==> src/core/sram_if_map.vh <==
// Constants of the asynchronous 512K x 8 static RAM and its controller.
// Assumes a 100 MHz system clock; cycle counts derive from ns figures.
`ifndef SRAM_IF_MAP_VH
`define SRAM_IF_MAP_VH

// ----------------------------------------------------------------------
// Geometry
// ----------------------------------------------------------------------
`define SRAM_INDEX_W 19
`define SRAM_DATA_W 8
`define SRAM_WORDS 524288

// ----------------------------------------------------------------------
// Timing in ns and in cycles
// ----------------------------------------------------------------------
`define CLK_PERIOD_NS 10
`define INDEX_TO_DATA_DELAY_NS 70
`define SELECT_TO_DATA_DELAY_NS 70
`define DRIVE_ENABLE_TO_DATA_DELAY_NS 35
`define DATA_HOLD_AFTER_INDEX_CHANGE_NS 10
`define INDEX_SETUP_TO_WRITE_END_NS 60
`define DATA_SETUP_TO_WRITE_END_NS 30
`define INDEX_HOLD_AFTER_WRITE_END_NS 0
`define DESELECT_TO_POWER_DOWN_NS 70
// Read data pass three synchroniser stages and one agreement stage.
`define SYNC_LAT_CYC 4
`define CYC_UP(ns) (((ns) + `CLK_PERIOD_NS - 1) / `CLK_PERIOD_NS)
`define READ_WAIT_CYC (`CYC_UP(`SELECT_TO_DATA_DELAY_NS) + `SYNC_LAT_CYC + 1)
`define WRITE_LOW_CYC (`CYC_UP(`INDEX_SETUP_TO_WRITE_END_NS) + 1)
`define DATA_SETUP_CYC (`CYC_UP(`DATA_SETUP_TO_WRITE_END_NS) + 1)
`define POWER_DOWN_CYC `CYC_UP(`DESELECT_TO_POWER_DOWN_NS)

`endif

==> src/core/pin_sync.v <==
// Three-stage synchroniser for bits arriving from pins.
// The output changes only once the second and third stages agree.
`timescale 1ns/1ps
module pin_sync #(
  parameter WIDTH = 8
)
(
  input wire clk_sys,
  input wire nrst,
  input wire clk_en,
  input wire [WIDTH-1:0] pin_in,
  output wire [WIDTH-1:0] sync_out
);
  genvar i;
  generate
    for (i = 0; i < WIDTH; i = i + 1)
    begin : g_bit
      reg s1_q;
      reg s2_q;
      reg s3_q;
      reg out_q;
      always @(posedge clk_sys or negedge nrst)
      begin
        if (!nrst)
        begin
          s1_q <= 1'b0;
          s2_q <= 1'b0;
          s3_q <= 1'b0;
          out_q <= 1'b0;
        end
        else if (clk_en)
        begin
          s1_q <= pin_in[i];
          s2_q <= s1_q;
          s3_q <= s2_q;
          if (s2_q == s3_q)
            out_q <= s3_q;
        end
      end
      assign sync_out[i] = out_q;
    end
  endgenerate
endmodule

==> src/core/sram_host_ctrl.v <==
// Host controller that drives an asynchronous 512K x 8 static RAM.
// Assumes one request at a time; the memory sits on the pins below.
//
// Function
// - Host times data to terminating edge.
// - Host never drives while memory drives.
// - Index stable 60 ns before write end.
// - Write data 30 ns before write end.
// - Index may change right at write end.
// - Index valid no later than select fall.
`timescale 1ns/1ps
`include "sram_if_map.vh"
module sram_host_ctrl #(
  parameter INDEX_W = `SRAM_INDEX_W,
  parameter DATA_W = `SRAM_DATA_W
)
(
  input wire clk_sys,
  input wire nrst,
  input wire clk_en,
  input wire req_valid,
  output wire req_ready,
  input wire req_write,
  input wire [INDEX_W-1:0] req_index,
  input wire [DATA_W-1:0] req_wdata,
  output reg rsp_valid,
  output reg [DATA_W-1:0] rsp_rdata,
  output reg power_down,
  output reg [INDEX_W-1:0] word_index,
  output reg select_n,
  output reg drive_enable_n,
  output reg write_strobe_n,
  input wire [DATA_W-1:0] data_lines_in,
  output reg [DATA_W-1:0] data_lines_out,
  output reg data_lines_oe
);

  // --------------------------------------------------------------------
  // States and counts
  // --------------------------------------------------------------------
  localparam [4:0] ST_IDLE = 5'h01;
  localparam [4:0] ST_RD = 5'h02;
  localparam [4:0] ST_WR = 5'h04;
  localparam [4:0] ST_WEND = 5'h08;
  localparam [4:0] ST_RDONE = 5'h10;
  // The counts are cut to the 4-bit counters on purpose; all fit.
  localparam integer READ_CYC_I = `READ_WAIT_CYC;
  localparam integer WRITE_CYC_I = `WRITE_LOW_CYC;
  localparam integer SETUP_CYC_I = `DATA_SETUP_CYC;
  localparam integer PD_CYC_I = `POWER_DOWN_CYC;
  localparam [3:0] READ_CYC = READ_CYC_I[3:0];
  localparam [3:0] WRITE_CYC = WRITE_CYC_I[3:0];
  localparam [3:0] SETUP_CYC = SETUP_CYC_I[3:0];
  localparam [3:0] PD_CYC = PD_CYC_I[3:0];

  reg [4:0] state_q;
  reg [3:0] cnt_q;
  reg [3:0] pd_cnt_q;
  wire [DATA_W-1:0] data_sync;

  // --------------------------------------------------------------------
  // Read data synchroniser
  // --------------------------------------------------------------------
  // The read wait adds margin for the synchroniser's latency.
  pin_sync #(
    .WIDTH(DATA_W)
  )
  u_sync (
    .clk_sys(clk_sys),
    .nrst(nrst),
    .clk_en(clk_en),
    .pin_in(data_lines_in),
    .sync_out(data_sync)
  );

  assign req_ready = state_q[0];

  // --------------------------------------------------------------------
  // Access sequencer
  // --------------------------------------------------------------------
  // One access at a time; req_ready is simply the idle state bit.
  always @(posedge clk_sys or negedge nrst)
  begin
    if (!nrst)
    begin
      state_q <= ST_IDLE;
      cnt_q <= 4'h0;
      rsp_valid <= 1'b0;
      rsp_rdata <= {DATA_W{1'b0}};
      word_index <= {INDEX_W{1'b0}};
      select_n <= 1'b1;
      drive_enable_n <= 1'b1;
      write_strobe_n <= 1'b1;
      data_lines_out <= {DATA_W{1'b0}};
      data_lines_oe <= 1'b0;
    end
    else if (clk_en)
    begin
      rsp_valid <= 1'b0;
      case (state_q)
        ST_IDLE:
        begin
          if (req_valid)
          begin
            // Index goes out in the same edge as select falls.
            word_index <= req_index;
            select_n <= 1'b0;
            cnt_q <= 4'h0;
            if (req_write)
            begin
              write_strobe_n <= 1'b0;
              drive_enable_n <= 1'b1;
              data_lines_out <= req_wdata;
              data_lines_oe <= 1'b1;
              state_q <= ST_WR;
            end
            else
            begin
              write_strobe_n <= 1'b1;
              drive_enable_n <= 1'b0;
              data_lines_oe <= 1'b0;
              state_q <= ST_RD;
            end
          end
        end
        ST_RD:
        begin
          // Waiting the select delay covers index and enable delays.
          // The data lines pass three synchroniser stages and one agreement stage before the
          // capture, so the wait counts that latency on top.
          if (cnt_q == READ_CYC - 4'h1)
          begin
            rsp_rdata <= data_sync;
            state_q <= ST_RDONE;
          end
          else
            cnt_q <= cnt_q + 4'h1;
        end
        ST_RDONE:
        begin
          // Index is held until after deselect, so old data stays.
          // The read data register stands until the next read's capture, one cycle before that read ends.
          select_n <= 1'b1;
          drive_enable_n <= 1'b1;
          rsp_valid <= 1'b1;
          state_q <= ST_IDLE;
        end
        ST_WR:
        begin
          // Data was set up from the start, well beyond its setup.
          // Index and data stand unchanged while the strobe is low.
          if (cnt_q == WRITE_CYC - 4'h1 && cnt_q >= SETUP_CYC - 4'h1)
          begin
            // Both lines rise together; the strobe edge ends the write.
            write_strobe_n <= 1'b1;
            select_n <= 1'b1;
            state_q <= ST_WEND;
          end
          else
            cnt_q <= cnt_q + 4'h1;
        end
        ST_WEND:
        begin
          // Data held one cycle past the end, more than zero hold.
          data_lines_oe <= 1'b0;
          rsp_valid <= 1'b1;
          state_q <= ST_IDLE;
        end
        default:
        begin
          // An illegal state code parks every strobe high.
          state_q <= ST_IDLE;
          select_n <= 1'b1;
          write_strobe_n <= 1'b1;
          drive_enable_n <= 1'b1;
          data_lines_oe <= 1'b0;
        end
      endcase
    end
  end

  // --------------------------------------------------------------------
  // Power-down tracking
  // --------------------------------------------------------------------
  // Flags the memory as in standby once the deselect time has passed.
  // It is only an estimate, since the memory reports nothing back.
  always @(posedge clk_sys or negedge nrst)
  begin
    if (!nrst)
    begin
      pd_cnt_q <= 4'h0;
      power_down <= 1'b1;
    end
    else if (clk_en)
    begin
      if (!select_n)
      begin
        pd_cnt_q <= 4'h0;
        power_down <= 1'b0;
      end
      else if (pd_cnt_q == PD_CYC - 4'h1)
        power_down <= 1'b1;
      else
        pd_cnt_q <= pd_cnt_q + 4'h1;
    end
  end

endmodule

==> config.mk <==
export PLATFORM = sky130hd
export DESIGN_NAME = sram_host_ctrl
export DESIGN_NICKNAME = d
export VERILOG_FILES = /design/src/core/pin_sync.v /design/src/core/sram_host_ctrl.v
export VERILOG_INCLUDE_DIRS = /design/src /design/src/core
export SDC_FILE = /design/constraint.sdc
export NUM_CORES = 1
export LEC_CHECK = 0
export BUFFER_PORTS_ARGS = -buffer_cell sky130_fd_sc_hd__buf_2
export CORE_AREA = 2 2 94 96
export DETAILED_ROUTE_END_ITERATION = 16
export DIE_AREA = 0 0 96 98
export GPL_TIMING_DRIVEN = 0
export PLACE_DENSITY = 0.74
export SLEW_MARGIN = 40
export SYNTH_ARGS = -nofsm -noshare
export SYNTH_HDL_FRONTEND = slang
export SYNTH_SLANG_ARGS = --single-unit
==> constraint.sdc <==
create_clock -name clk_sys -period 2.9 [get_ports clk_sys]
set_input_delay 0 -clock clk_sys [delete_from_list [all_inputs] [get_ports clk_sys]]
set_output_delay 0 -clock clk_sys [all_outputs]
set_load 0.02 [all_outputs]
==> out/results.ini <==
[yosys]
mean_instance_size_in_the_synthesized_netlist_um2 = 12.4
synth.lib_cells_used.distinct = 45
flip_flop_cell_with_the_highest_count_after_synthesis = sky130_fd_sc_hd__dfrtp_1
synth.top_cell.area_share_pct = 54.4
mappedNetlistArea_um2 = 3720
asyncSetResetFlopFracSynth_pct = 100
synth_seq_area_share_pct = 57.9
synth.area.top_cells = sky130_fd_sc_hd__dfrtp_1, sky130_fd_sc_hd__mux2_2, sky130_fd_sc_hd__o21ai_0
synth-seq-cells = 86
synth.yosys.warnings = 0
synthesized_nets = 345
synth_edf_count = 0
synthCells = 301
top_cell_type_by_total_area_after_synthesis = sky130_fd_sc_hd__dfrtp_1

[layout]
most_frequent_standard_cell_in_the_layout_excluding_fill_and_tap_cells = sky130_fd_sc_hd__buf_2
fin_area_um2 = 4840
filler_cell_count = 694
most-common-layout-cells = sky130_fd_sc_hd__buf_2, sky130_fd_sc_hd__dfrtp_1, sky130_fd_sc_hd__mux2_2
final_nets = 475
antenna_cells_inserted = 0
synthToLayoutAreaGrowth_pct = 30.0
fraction_of_final_layout_cells_with_drive_strength_greater_than_1_pct = 38.8

[clock_tree]
cts-root-buf = sky130_fd_sc_hd__clkbuf_8
clock_insertion_delay_worst_skew_ns = 0.36
clockBufferDepth = 2
worst_setup_hold_path_clk_slew_ns = 0.09
cts_tree = built
ctsHtreeMaxLevel = 3
cts-resized-gates = 0
tritoncts_num_sinks = 86
tritoncts.num_buffers = 9

[power]
ir_worst_vdd_mv = 0.441
leakage_nw = 2.29
power_per_cell_area_nw_per_um2 = 847

[setup_path]
worstSetupEndpointType = flip-flop
critical_path_class = flip-flop to flip-flop
worst-endpoint-arrival_ns = 2.28
timing.critical_path.required_ns = 3.15
timing.critical_path.from_type = flip-flop
crit_fanout = 10

[timing]
final_period_minus_worst_setup_slack_ns = 2.03
setup_skew_after_layout_ns = 0.00959
slew-limit-headroom_pct = 58.5
fin_tns_setup_ns = 0
setup_repair_after_global_routing_missed_its_margin = no
finalMaxSlewViolations = 0
final_critical_path_share_of_the_clock_period_pct = 70.0
count_of_endpoints_failing_hold_in_the_final_timing_report = 0
final-setup-viol-count = 0
layout_setup_ws_ns = 0.871
achievable_freq_mhz = 493
max_slew.worst_pin.slew_ns = 0.619

[grt]
grt_antenna_before_repair = 0
grt_pass1_wl_mm = 13.5
grt_pass1_vias = 2934
gr-usage-all-layers_pct = 18.3
grt_start_max_net_pins = 57
grt_overflow_total = 0

[route]
detailedRoute.firstPassIterationCount = 4
remaining_drc_errors = 0
average_via_count_per_standard_cell = 5.17
vias = 2811
drt_iter0_markers = 149
routedWlPerCell_um = 14.5
detail-route-antenna-nets = 0
route.final.wire_length_mm = 7.87

[floorplan]
start_util_pct = 44.0
dieArea_um2 = 9410
die-height_um = 98
floorplan.core_area_um2 = 8470
die_width_um = 96
num_rows = 34
floorplan.io_pins = 82

[placement]
gp_routability_congestion = 0.836
numPortBuffers = 81
place_area_um2 = 4300
detailedPlace.worstSlack_ns = 0.858
dpl.hpwl_mm = 5.21

[run]
maxCapViolations = 0

[run_status]
run_status = finished, final reports clean

[worst_hold_path]
hold_path_class = primary input to flip-flop

## state kept, by name (all words and copies together) (netlist names)
name	count
u_sync.g_bit.s3_q	8
data_lines_oe	1
rsp_rdata	8
rsp_valid	1
u_sync.g_bit.s2_q	8
state_q	5
pd_cnt_q	4
data_lines_out	8
word_index	19
drive_enable_n	1
power_down	1
write_strobe_n	1
u_sync.g_bit.out_q	8
u_sync.g_bit.s1_q	8
select_n	1
cnt_q	4
## repair_timing
item,4_1_cts,5_1_grt
endpoints found under the hold margin,117,0
setup buffers,0,0
endpoints found under the setup margin,0,0
hold buffers,37,0
## cells in the mapped netlist (3+ instances only)
cell,n
sky130_fd_sc_hd__dfrtp_1,81
sky130_fd_sc_hd__mux2_2,54
sky130_fd_sc_hd__o21ai_0,32
sky130_fd_sc_hd__nand2_1,16
sky130_fd_sc_hd__a21oi_1,15
sky130_fd_sc_hd__inv_1,14
sky130_fd_sc_hd__clkbuf_1,6
sky130_fd_sc_hd__nand3_1,6
sky130_fd_sc_hd__dfstp_2,5
sky130_fd_sc_hd__nor3b_1,5
sky130_fd_sc_hd__a21o_1,4
sky130_fd_sc_hd__ha_1,4
sky130_fd_sc_hd__nand2b_1,4
sky130_fd_sc_hd__nor2_1,4
sky130_fd_sc_hd__nor3_1,4
sky130_fd_sc_hd__a22o_1,3
sky130_fd_sc_hd__buf_1,3
sky130_fd_sc_hd__buf_4,3
sky130_fd_sc_hd__xor2_1,3
## critical path: stages (launching register included)
cell and delay (ns):
sky130_fd_sc_hd__dfrtp_1 0.38, sky130_fd_sc_hd__buf_4 0.17, sky130_fd_sc_hd__nor3_2 0.36, sky130_fd_sc_hd__nor4b_4 0.60
sky130_fd_sc_hd__mux2_2 0.41
## power breakdown
group | internal (mW) | switching (mW) | leakage (nW)
sequential | 1.59 | 0.246 | 1.05
clock | 0.315 | 0.427 | 0.0829
combinational | 0.674 | 0.850 | 1.16
## metrics by stage
step                cells  hold slack [ns]  total power [mW]  utilization [%]
floorplan             301           -0.296              2.85                -
global placement      490            0.231              3.26             50.4
detailed placement    491          -0.0984              3.33             50.8
CTS                   544           0.0193              4.13             57.2
global route          544           0.0760              4.39             57.2
finish                544           0.0311              4.10             57.2
## area by class of cell
type | count | area (um^2) | share of cell area (%)
Clock buffer | 10 | 128 | 2.63
Buffer | 15 | 77.6 | 1.60
Tap cell | 108 | 135 | 2.79
Multi-Input combinational cell | 186 | 1440 | 29.7
Clock inverter | 6 | 46.3 | 0.956
Timing Repair Buffer | 119 | 810 | 16.7
Sequential cell | 86 | 2160 | 44.6
Inverter | 14 | 52.6 | 1.08
## cell families (layout without fill, tap and decap cells)
group	count (synthesis)	count (layout)	synth area share, %
buf+inv	29	164	3.49
flops	86	86	57.9
mux	54	54	16.3
compound gates	69	69	11.1
xor+xnor	3	3	0.706
simple gates	56	56	9.07
fa+ha+maj	4	4	1.34
## path summary, 6_finish.rpt
kind,cells after the start,startpoint,endpoint,slack (ns)
worst max-delay path,4,state_q[3],rsp_rdata[4],0.87
worst min-delay path,3,req_write,drive_enable_n,0.03
worst max register to register,4,state_q[3],rsp_rdata[4],0.87
worst min register to register,1,data_lines_oe,data_lines_oe,0.48
max in group asynchronous,3,nrst,write_strobe_n,2.20
min in group asynchronous,2,nrst,word_index[2],0.08
## routing by layer
metal / share of wire, % / GRT usage (%) / vias up
met5: 0 / 0 / -
met4: 1.6 / 7.03 / 0
met3: 5.8 / 5.32 / 10
met2: 48 / 30.2 / 86
met1: 44 / 22.5 / 1374
li1: - / - / 1341
No activity file was read; power rests on OpenSTA's default activity.
